### config.mk
export PLATFORM = sky130hd
export DESIGN_NAME = xcore_exec
export DESIGN_NICKNAME = d
export VERILOG_FILES = /design/src/inc/xcore_pkg.sv /design/src/xcore_adder.sv /design/src/xcore_exec.sv
export SDC_FILE = /design/constraint.sdc
export NUM_CORES = 1
export LEC_CHECK = 0
export BUFFER_PORTS_ARGS = -buffer_cell sky130_fd_sc_hd__buf_2
export CAP_MARGIN = 0
export CELL_PAD_IN_SITES_DETAIL_PLACEMENT = 1
export CELL_PAD_IN_SITES_GLOBAL_PLACEMENT = 1
export CORE_ASPECT_RATIO = 0.9
export CORE_MARGIN = 2
export CORE_UTILIZATION = 25
export CTS_BUF_LIST = sky130_fd_sc_hd__clkbuf_2 sky130_fd_sc_hd__clkbuf_4 sky130_fd_sc_hd__clkbuf_8
export DETAILED_ROUTE_END_ITERATION = 8
export PLACE_DENSITY = 0.55
export SETUP_SLACK_MARGIN = 0.4
export SLEW_MARGIN = 15
export SYNTH_ARGS = -nofsm -noshare
export SYNTH_HDL_FRONTEND = slang
export SYNTH_SLANG_ARGS = --single-unit
export TNS_END_PERCENT = 50
### constraint.sdc
create_clock -name CLK -period 3.7 [get_ports CLK]
set_clock_uncertainty 0.05 [all_clocks]
set_input_delay 0.74 -clock CLK [delete_from_list [all_inputs] [get_ports CLK]]
set_output_delay 0.74 -clock CLK [all_outputs]
set_load 0.02 [all_outputs]
### src/inc/xcore_pkg.sv
package xcore_pkg;

  localparam int DATA_W  = 8;
  localparam int ADDR_W  = 12;
  localparam int PM_W    = 16;
  localparam int PMA_W   = 13;

  localparam logic [7:0] ACC_RST   = 8'h00;
  localparam logic [7:0] PTR_RST   = 8'h00;
  localparam logic [7:0] THB_RST   = 8'h00;

  // Instruction cycle counts
  localparam logic [1:0] CYC_BASE  = 2'h2;
  localparam logic [1:0] CYC_LONG  = 2'h3;
  localparam logic [1:0] CYC_SHORT = 2'h1;

  // Operation codes presented on the operation port
  typedef enum logic [4:0] {
    OP_NOP           = 5'h00,
    OP_SKIP_ZERO     = 5'h01,
    OP_SKIP_ZERO_ACC = 5'h02,
    OP_SKIP_NONZERO  = 5'h03,
    OP_SKIP_BIT_ZERO = 5'h04,
    OP_SKIP_BIT_SET  = 5'h05,
    OP_INC_SKIP      = 5'h06,
    OP_DEC_SKIP      = 5'h07,
    OP_INC_SKIP_ACC  = 5'h08,
    OP_DEC_SKIP_ACC  = 5'h09,
    OP_TAB_PAGE      = 5'h0A,
    OP_TAB_LAST      = 5'h0B,
    OP_TAB_PAGE_INC  = 5'h0C,
    OP_TAB_LAST_INC  = 5'h0D,
    OP_SWAP          = 5'h0E,
    OP_SWAP_ACC      = 5'h0F,
    OP_ADC_ACC       = 5'h10,
    OP_ADC_MEM       = 5'h11,
    OP_ADD_ACC       = 5'h12,
    OP_ADD_MEM       = 5'h13,
    OP_ADD_IMM       = 5'h14,
    OP_AND_MEM       = 5'h15,
    OP_AND_IMM       = 5'h16,
    OP_CLR_MEM       = 5'h17,
    OP_SET_MEM       = 5'h18
  } op_t;

  typedef enum logic [3:0] {
    ST_IDLE  = 4'b0001,
    ST_EXEC  = 4'b0010,
    ST_TABLE = 4'b0100,
    ST_DONE  = 4'b1000
  } state_t;

endpackage : xcore_pkg

### src/xcore_adder.sv
`timescale 1ns/1ps
module xcore_adder (
  input  wire logic [7:0] a,
  input  wire logic [7:0] b,
  input  wire logic       cin,
  output logic      [7:0] sum,
  output logic            carry,
  output logic            nib_carry,
  output logic            ovf,
  output logic            zero,
  output logic            signed_lt
);
  logic [4:0] low;
  logic [3:0] high;
  logic [8:0] full;
  logic       c6;

  assign low       = {1'b0, a[3:0]} + {1'b0, b[3:0]} + {4'h0, cin};
  assign full      = {1'b0, a} + {1'b0, b} + {8'h00, cin};
  assign high      = {1'b0, a[6:4]} + {1'b0, b[6:4]} + {3'h0, low[4]};
  assign c6        = high[3];
  assign sum       = full[7:0];
  assign carry     = full[8];
  assign nib_carry = low[4];
  assign ovf       = c6 ^ full[8];
  assign zero      = (full[7:0] == 8'h00);
  // Sign of the true result, valid even across a signed wrap
  assign signed_lt = full[7] ^ ovf;
endmodule : xcore_adder

### src/xcore_exec.sv
`timescale 1ns/1ps
// Summary of operation
// [RL1] An extended skip takes three cycles when it skips and two when it does not.
// [RL2] An extended instruction that changes the program counter low byte takes three cycles.
// [RL3] Byte zero and nonzero tests skip on a zero or nonzero memory byte and leave flags alone.
// [RL4] The zero test with move copies the byte to the accumulator and skips when it is zero.
// [RL5] Bit tests skip when the selected bit is zero, or set for the complementary form.
// [RL6] Increment and decrement skips write the new byte back and skip on zero, flags untouched.
// [RL7] Accumulator forms of increment and decrement skips put the value in the accumulator and skip on zero.
// [RL8] A page table read fetches the word at the pointer, high part to the latch, low byte to memory, in 3 cycles.
// [RL9] A last page table read fetches from the last page at the pointer offset and splits the word the same way.
// [RL10] Pre-increment table reads bump the pointer first and fetch with the new value.
// [RL11] The nibble swap exchanges the halves in place, or writes them to the accumulator in 2 cycles, no flags.
// [RL12] Add with carry sums accumulator, byte and carry into accumulator or byte and updates five flags.
// [RL13] Plain add sums accumulator and byte without carry into either target and updates five flags.
// [RL14] Add immediate sums the accumulator and the operand into the accumulator and updates five flags.
// [RL15] Logical AND of accumulator with byte or operand goes to the accumulator and changes only zero.
// [RL16] Every operation addresses the full data memory directly by its long address.
// [RL17] A taken skip spends its extra cycle as a no-operation that discards the fetched instruction.
module xcore_exec #(
  parameter int ADDR_W = xcore_pkg::ADDR_W,
  parameter int PMA_W  = xcore_pkg::PMA_W,
  parameter int PM_W   = xcore_pkg::PM_W
) (
  input  wire logic              CLK,
  input  wire logic              RST,
  input  wire logic              OP_VALID,
  output logic                   OP_READY,
  input  wire logic [4:0]        OP_CODE,
  input  wire logic [ADDR_W-1:0] OP_ADDR,
  input  wire logic [2:0]        OP_BIT,
  input  wire logic [7:0]        OP_IMM,
  input  wire logic [7:0]        TABLE_PAGE,
  output logic                   DM_RE,
  output logic [ADDR_W-1:0]      DM_ADDR,
  input  wire logic [7:0]        DM_RDATA,
  output logic                   DM_WE,
  output logic [7:0]             DM_WDATA,
  output logic                   PM_RE,
  output logic [PMA_W-1:0]       PM_ADDR,
  input  wire logic [PM_W-1:0]   PM_RDATA,
  output logic [7:0]             ACC,
  output logic [7:0]             TABLE_POINTER,
  output logic [7:0]             TABLE_HIGH_BYTE_LATCH,
  output logic                   CARRY_FLAG,
  output logic                   ZERO_FLAG,
  output logic                   NIBBLE_CARRY_FLAG,
  output logic                   SIGNED_WRAP_FLAG,
  output logic                   SIGNED_RESULT_FLAG,
  output logic                   SKIP_NEXT,
  output logic                   DONE,
  output logic [1:0]             CYCLES_USED
);
  xcore_pkg::state_t state_reg, state_next;

  logic [4:0]        op_reg;
  logic [ADDR_W-1:0] addr_reg;
  logic [2:0]        bit_reg;
  logic [7:0]        imm_reg;
  logic [7:0]        acc_reg;
  logic [7:0]        ptr_reg;
  logic [7:0]        thb_reg;
  logic [7:0]        page_reg;
  logic              c_reg, z_reg, ac_reg, ov_reg, sc_reg;
  logic              skip_reg;
  logic              done_reg;
  logic [1:0]        cyc_reg;
  logic [1:0]        cnt_reg;
  logic              we_reg;
  logic [7:0]        wdata_reg;
  logic              pm_re_reg;
  logic [PMA_W-1:0]  pm_addr_reg;

  // Operation class decodes
  wire is_tab      = (op_reg >= 5'(xcore_pkg::OP_TAB_PAGE)) && (op_reg <= 5'(xcore_pkg::OP_TAB_LAST_INC));
  wire is_tab_inc  = (op_reg == 5'(xcore_pkg::OP_TAB_PAGE_INC)) || (op_reg == 5'(xcore_pkg::OP_TAB_LAST_INC));
  wire is_tab_last = (op_reg == 5'(xcore_pkg::OP_TAB_LAST)) || (op_reg == 5'(xcore_pkg::OP_TAB_LAST_INC));
  wire is_base     = (op_reg >= 5'(xcore_pkg::OP_ADC_ACC)) && (op_reg <= 5'(xcore_pkg::OP_AND_IMM));
  wire use_carry   = (op_reg == 5'(xcore_pkg::OP_ADC_ACC)) || (op_reg == 5'(xcore_pkg::OP_ADC_MEM));

  // Datapath
  wire [7:0] mem_inc  = DM_RDATA + 8'h01;
  wire [7:0] mem_dec  = DM_RDATA - 8'hFF + 8'hFE;
  wire [7:0] mem_swap = {DM_RDATA[3:0], DM_RDATA[7:4]};
  wire       sel_bit  = DM_RDATA[bit_reg];
  wire [7:0] add_b    = (op_reg == 5'(xcore_pkg::OP_ADD_IMM)) ? imm_reg : DM_RDATA;
  wire [7:0] and_b    = (op_reg == 5'(xcore_pkg::OP_AND_IMM)) ? imm_reg : DM_RDATA;
  wire [7:0] and_res  = acc_reg & and_b;

  logic [7:0] add_sum;
  logic       add_c, add_ac, add_ov, add_z, add_sc;

  xcore_adder u_adder (
    .a         (acc_reg),
    .b         (add_b),
    .cin       (use_carry & c_reg),
    .sum       (add_sum),
    .carry     (add_c),
    .nib_carry (add_ac),
    .ovf       (add_ov),
    .zero      (add_z),
    .signed_lt (add_sc)
  );

  // Skip decision taken in the execute cycle
  logic skip_now;
  always_comb begin
    case (op_reg)
      5'(xcore_pkg::OP_SKIP_ZERO):     skip_now = (DM_RDATA == 8'h00); // RL3
      5'(xcore_pkg::OP_SKIP_ZERO_ACC): skip_now = (DM_RDATA == 8'h00); // RL4
      5'(xcore_pkg::OP_SKIP_NONZERO):  skip_now = (DM_RDATA != 8'h00); // RL3
      5'(xcore_pkg::OP_SKIP_BIT_ZERO): skip_now = ~sel_bit; // RL5
      5'(xcore_pkg::OP_SKIP_BIT_SET):  skip_now = sel_bit; // RL5
      5'(xcore_pkg::OP_INC_SKIP),
      5'(xcore_pkg::OP_INC_SKIP_ACC):  skip_now = (mem_inc == 8'h00); // RL6 RL7
      5'(xcore_pkg::OP_DEC_SKIP),
      5'(xcore_pkg::OP_DEC_SKIP_ACC):  skip_now = (mem_dec == 8'h00); // RL6 RL7
      default:                         skip_now = 1'b0;
    endcase
  end

  // Memory write-back decision
  logic       mem_we;
  logic [7:0] mem_wd;
  always_comb begin
    mem_we = 1'b0;
    mem_wd = 8'h00;
    case (op_reg)
      5'(xcore_pkg::OP_INC_SKIP): begin mem_we = 1'b1; mem_wd = mem_inc; end // RL6
      5'(xcore_pkg::OP_DEC_SKIP): begin mem_we = 1'b1; mem_wd = mem_dec; end // RL6
      5'(xcore_pkg::OP_SWAP):     begin mem_we = 1'b1; mem_wd = mem_swap; end // RL11
      5'(xcore_pkg::OP_ADC_MEM),
      5'(xcore_pkg::OP_ADD_MEM):  begin mem_we = 1'b1; mem_wd = add_sum; end // RL12 RL13
      5'(xcore_pkg::OP_CLR_MEM):  begin mem_we = 1'b1; mem_wd = 8'h00; end
      5'(xcore_pkg::OP_SET_MEM):  begin mem_we = 1'b1; mem_wd = 8'hFF; end
      default: ;
    endcase
  end

  // Accumulator update decision
  logic       acc_we;
  logic [7:0] acc_wd;
  always_comb begin
    acc_we = 1'b1;
    acc_wd = acc_reg;
    case (op_reg)
      5'(xcore_pkg::OP_SKIP_ZERO_ACC): acc_wd = DM_RDATA; // RL4
      5'(xcore_pkg::OP_INC_SKIP_ACC):  acc_wd = mem_inc; // RL7
      5'(xcore_pkg::OP_DEC_SKIP_ACC):  acc_wd = mem_dec; // RL7
      5'(xcore_pkg::OP_SWAP_ACC):      acc_wd = mem_swap; // RL11
      5'(xcore_pkg::OP_ADC_ACC),
      5'(xcore_pkg::OP_ADD_ACC),
      5'(xcore_pkg::OP_ADD_IMM):       acc_wd = add_sum; // RL12 RL13 RL14
      5'(xcore_pkg::OP_AND_MEM),
      5'(xcore_pkg::OP_AND_IMM):       acc_wd = and_res; // RL15
      default:                         acc_we = 1'b0;
    endcase
  end

  wire flags5 = is_base && (op_reg != 5'(xcore_pkg::OP_AND_MEM)) && (op_reg != 5'(xcore_pkg::OP_AND_IMM));
  wire flag_z_and = (op_reg == 5'(xcore_pkg::OP_AND_MEM)) || (op_reg == 5'(xcore_pkg::OP_AND_IMM));

  // Pointer used by the table fetch, incremented first where asked
  wire [7:0]       ptr_use  = is_tab_inc ? ptr_reg + 8'h01 : ptr_reg; // RL10
  wire [7:0]       page_use = is_tab_last ? 8'hFF : page_reg; // RL9
  wire [15:0]      pm_full  = {page_use, ptr_use};
  wire             last_cyc = (state_reg == xcore_pkg::ST_EXEC) && (cnt_reg == 2'h1);

  always_comb begin
    state_next = state_reg;
    case (state_reg)
      xcore_pkg::ST_IDLE:  if (OP_VALID) state_next = xcore_pkg::ST_EXEC;
      xcore_pkg::ST_EXEC:  state_next = is_tab ? xcore_pkg::ST_TABLE : (skip_now ? xcore_pkg::ST_DONE : xcore_pkg::ST_IDLE); // RL1 RL17
      xcore_pkg::ST_TABLE: state_next = xcore_pkg::ST_IDLE; // RL8
      xcore_pkg::ST_DONE:  state_next = xcore_pkg::ST_IDLE; // RL17
      default:             state_next = xcore_pkg::ST_IDLE;
    endcase
  end

  wire in_exec  = (state_reg == xcore_pkg::ST_EXEC);
  wire in_table = (state_reg == xcore_pkg::ST_TABLE);
  wire in_done  = (state_reg == xcore_pkg::ST_DONE);
  wire take     = (state_reg == xcore_pkg::ST_IDLE) && OP_VALID;
  wire finish   = (in_exec && !is_tab && !skip_now) || in_table || in_done;

  always_ff @(posedge CLK or posedge RST) begin
    if (RST) begin
      state_reg <= xcore_pkg::ST_IDLE;
      op_reg    <= 5'h00;
      addr_reg  <= '0;
      bit_reg   <= 3'h0;
      imm_reg   <= 8'h00;
      page_reg  <= 8'h00;
      cnt_reg   <= 2'h0;
    end else begin
      state_reg <= state_next;
      cnt_reg   <= take ? 2'h1 : cnt_reg;
      if (take) begin
        op_reg   <= OP_CODE;
        addr_reg <= OP_ADDR; // RL16
        bit_reg  <= OP_BIT;
        imm_reg  <= OP_IMM;
        page_reg <= TABLE_PAGE;
      end
    end
  end

  always_ff @(posedge CLK or posedge RST) begin
    if (RST) begin
      acc_reg <= xcore_pkg::ACC_RST;
      c_reg   <= 1'b0;
      z_reg   <= 1'b0;
      ac_reg  <= 1'b0;
      ov_reg  <= 1'b0;
      sc_reg  <= 1'b0;
    end else if (in_exec) begin
      if (acc_we) acc_reg <= acc_wd;
      if (flags5) begin
        c_reg  <= add_c;
        z_reg  <= add_z;
        ac_reg <= add_ac;
        ov_reg <= add_ov;
        sc_reg <= add_sc; // RL12 RL13 RL14
      end else if (flag_z_and) begin
        z_reg <= (and_res == 8'h00); // RL15
      end
    end
  end

  always_ff @(posedge CLK or posedge RST) begin
    if (RST) begin
      ptr_reg     <= xcore_pkg::PTR_RST;
      thb_reg     <= xcore_pkg::THB_RST;
      we_reg      <= 1'b0;
      wdata_reg   <= 8'h00;
      pm_re_reg   <= 1'b0;
      pm_addr_reg <= '0;
    end else begin
      we_reg    <= 1'b0;
      pm_re_reg <= 1'b0;
      if (in_exec && is_tab) begin
        ptr_reg     <= ptr_use; // RL10
        pm_re_reg   <= 1'b1;
        pm_addr_reg <= pm_full[PMA_W-1:0]; // RL8 RL9
      end else if (in_exec) begin
        we_reg    <= mem_we;
        wdata_reg <= mem_wd;
      end
      if (in_table) begin
        thb_reg   <= PM_RDATA[PM_W-1:8]; // RL8
        we_reg    <= 1'b1;
        wdata_reg <= PM_RDATA[7:0]; // RL8
      end
    end
  end

  always_ff @(posedge CLK or posedge RST) begin
    if (RST) begin
      skip_reg <= 1'b0;
      done_reg <= 1'b0;
      cyc_reg  <= 2'h0;
    end else begin
      done_reg <= finish;
      if (in_exec) skip_reg <= skip_now;
      if (take) skip_reg <= 1'b0;
      if (finish) cyc_reg <= in_exec ? xcore_pkg::CYC_BASE : xcore_pkg::CYC_LONG; // RL1 RL2 RL11
    end
  end

  assign OP_READY              = (state_reg == xcore_pkg::ST_IDLE);
  assign DM_RE                 = in_exec;
  assign DM_ADDR               = addr_reg;
  assign DM_WE                 = we_reg;
  assign DM_WDATA              = wdata_reg;
  assign PM_RE                 = pm_re_reg;
  assign PM_ADDR               = pm_addr_reg;
  assign ACC                   = acc_reg;
  assign TABLE_POINTER         = ptr_reg;
  assign TABLE_HIGH_BYTE_LATCH = thb_reg;
  assign CARRY_FLAG            = c_reg;
  assign ZERO_FLAG             = z_reg;
  assign NIBBLE_CARRY_FLAG     = ac_reg;
  assign SIGNED_WRAP_FLAG      = ov_reg;
  assign SIGNED_RESULT_FLAG    = sc_reg;
  assign SKIP_NEXT             = skip_reg;
  assign DONE                  = done_reg;
  assign CYCLES_USED           = cyc_reg;
endmodule : xcore_exec

==> impl_metrics.ini <==
[run_status]
status = finished clean

[power]
max-vdd-ir-drop_v = 0.0002553
power.leakage_nw = 3.128
power_density_mw_per_mm2 = 784.5

[cells_and_area]
fillCellCount = 2488
drive_gt1_share_pct = 30.76
n_antenna_cell = 0
largest_register_ffs = 12
area_delta_synth_final_pct = 24.73
multi_input_area_mm2 = 0.003014
nNetsFinal = 810
final_util_pct = 31.80
seqCellArea_mm2 = 0.002128

[clocking]
cts_tree = done
clkTransAtPathRegs_ns = 0.11
clk_latency_ns = 0.39
cts.sinks = 85
htreeDepth = 3
root_buffer = clkbuf_8
cts_buffers = 9
clockBufferDepth = 2

[die]
die_area_mm2 = 0.02243
die_x_um = 157.6
num_rows = 50
io_pins = 133
die_y_um = 142.3
initial_utilization_pct = 25.50
core_mm2 = 0.02083

[logic_synthesis]
synth_top_area_share_pct = 39.58
synth.net_count = 683
synth.most_common_cell = nand2_1
synth_area_mm2 = 0.005311
ys.warnings.count = 0
synth_commonest_cells = 132 x nand2_1, 84 x dfrtp_1, 34 x o21ai_0, 30 x nand3_1, 29 x nor2_1
post_synth.cell_area_avg_um2 = 8.765
synthArstFlopShare_pct = 100.0
ys_seq_area_share_pct = 40.07
ys_seq_elements = 85
synth_edf_count = 0
synthFlopType = dfrtp_1
synth_cells = 606
synthTopCellsByArea = dfrtp_1 40%, nand2_1 9.3%, mux2_2 4.7%
synth_cell_types = 67
synth.largest_area_cell = dfrtp_1

[setup_path]
cp-end-kind = register
worst_r2r_startpoint = op_reg[0]$_DFFE_PP0P_
path_max_fanout = 3
path_class = reg2reg
r2r_cells = 15
r2r-end = SIGNED_WRAP_FLAG$_DFFE_PP0P_
cp-endpoint = SIGNED_WRAP_FLAG$_DFFE_PP0P_
cp_data_arrival_time_ns = 3.65
startpoint_type = register
cp_data_required_time_ns = 3.93
crit_path_start = op_reg[0]$_DFFE_PP0P_
r2r_slack_ns = 0.28

[route]
drt_wl_total_um = 19870
ant_nets = 0
drc = 0
routed-via-count = 5152
wire_per_inst_um = 19.41
viasPerCell = 5.031
drt_first_iter_violations = 269
dr.pass1.iters = 4

[sta]
drv_slew = 0
rsz0062_at_grt = true
max_slew_margin_pct = 31.62
fin_tns_setup_ns = 0
hold_violations = 0
worst_pin_slew_ns = 1.018
fmax_ghz = 0.2922
min_period_over_period_pct = 92.50
finalSetupViolCount = 0
fin_ws_ns = 0.2774
period_minus_slack_ns = 3.423

[place]
gp_congestion = 0.8670
dp_slack_ns = 0.2120
place.port_buffers = 129
dp_hpwl_um = 15160

[grt]
grt_pass1_wl_um = 31040
grt_usage_pct = 18.01
gr-total-overflow = 0
grt_max_degree = 33
antenna_found_initial = 0
grt_pass1_vias = 5483

[worst_hold_path]
hp-class = in2async

[job]
drv_cap = 0
-- layout make-up --
| class | instances | share of cell area [%] |
|---|---|---|
| clock buffer | 9 | 1.870 |
| clock inverter | 7 | 1.076 |
| inverter | 18 | 1.058 |
| multi-input combinational | 462 | 45.50 |
| sequential | 85 | 32.12 |
| tap | 286 | 5.401 |
| timing repair buffer | 157 | 12.97 |
-- per-layer routing --
layer  GRT usage, %  wire length, µm  vias up
met5              0                0        -
met4          6.268              467        0
met3          3.837             1101       29
met2          28.86             9027      153
met1          24.00             9276     2558
li1               -                -     2412
-- through the flow --
step	hold WS, ns	instances	instance area, µm²	power (mW)
2_1_floorplan	0.3966	606	5384	3.414
3_3_place_gp	0.4042	1005	6370	4.380
3_5_place_dp	0.4133	1005	6370	4.462
4_1_cts	0.3143	1024	6605	5.202
5_1_grt	0.3315	1024	6625	5.584
6_report	0.3137	1024	6625	5.197
-- report_power, final --
part	leakage, nW	total, mW	internal, mW	switching [mW]
Clock	0.0999	0.686	0.265	0.420
Sequential	1.08	1.59	1.29	0.296
Combinational	1.95	2.92	1.08	1.84
Total	3.13	5.20	2.64	2.56
-- critical path, stage by stage (launching register included) --
cell      delay (ns)
dfrtp_1         0.42
nand2b_4        0.17
nor2_4          0.12
nand2_4         0.09
mux2i_2         0.17
fa_2            0.37
fa_2            0.40
nor2b_4         0.13
o21a_1          0.13
nor2_2          0.06
fa_2            0.33
nand2b_4        0.16
a21boi_2        0.16
or3b_4          0.15
nand4_1         0.13
mux2_4          0.30
-- worst min path at each step --
stage,cells after the start,slack (ns),start,end
floorplan,2,0.40,page_reg[0]$_DFFE_PP0P_,page_reg[0]$_DFFE_PP0P_
global placement,2,0.40,DM_ADDR[11]$_DFFE_PP0P_,DM_ADDR[11]$_DFFE_PP0P_
detailed placement,2,0.41,DM_ADDR[5]$_DFFE_PP0P_,DM_ADDR[5]$_DFFE_PP0P_
CTS,2,0.31,RST,TABLE_POINTER[6]$_DFFE_PP0P_
global route,2,0.33,RST,PM_ADDR[7]$_DFFE_PP0P_
finish,2,0.31,RST,TABLE_POINTER[6]$_DFFE_PP0P_
-- what timing repair did --
action | in CTS | in global routing
pin swaps | 6 | 3
hold buffers | 0 | 0
setup endpoints to repair | 3 | 7
gates cloned | 0 | 0
gates resized for setup | 3 | 8
setup buffers | 3 | 0
-- cell usage in the layout (no fill, tap or decap), types with 3 or more instances in the layout --
cell type  synthesis  routed
nand2_1          132     131
buf_2             10     129
dfrtp_1           84      84
o21ai_0           34      30
nand3_1           30      29
buf_4              8      27
nor2_1            29      26
a21oi_1           24      23
mux2_2            22      21
inv_1             17      16
xnor2_1           14      14
nor3_1            10      10
ha_1              11      10
a221oi_1           9       9
clkbuf_8           0       9
xor2_1             8       8
mux2i_1            9       8
nand4_1            8       8
a22oi_1            8       8
o211ai_1           7       7
a221o_1            7       7
nor2b_1            8       6
o22ai_1            6       6
o31ai_1            5       5
and3_1             5       5
o22a_1             5       5
nand2b_1           7       5
o21ai_1            0       4
a211oi_1           4       4
inv_6              0       4
nor4b_1            3       3
o21a_1             3       3
and2_1             3       3
nor3b_1            3       3
nor2_2             1       3
o221ai_1           3       3
fa_2               0       3
-- kinds of logic (layout without fill, tap and decap cells) --
kind of cell	Yosys count	after routing	synth area share, %
muxes	32	32	6.785
and+or+nand+nor	256	256	22.80
adders and majority gates	14	14	3.722
AOI/OAI and AO/OA	138	138	18.00
DFF	85	85	40.07
buffers and inverters	59	191	4.994
xor gates and xnor gates	22	22	3.628
(Power assumes the default switching activity.)
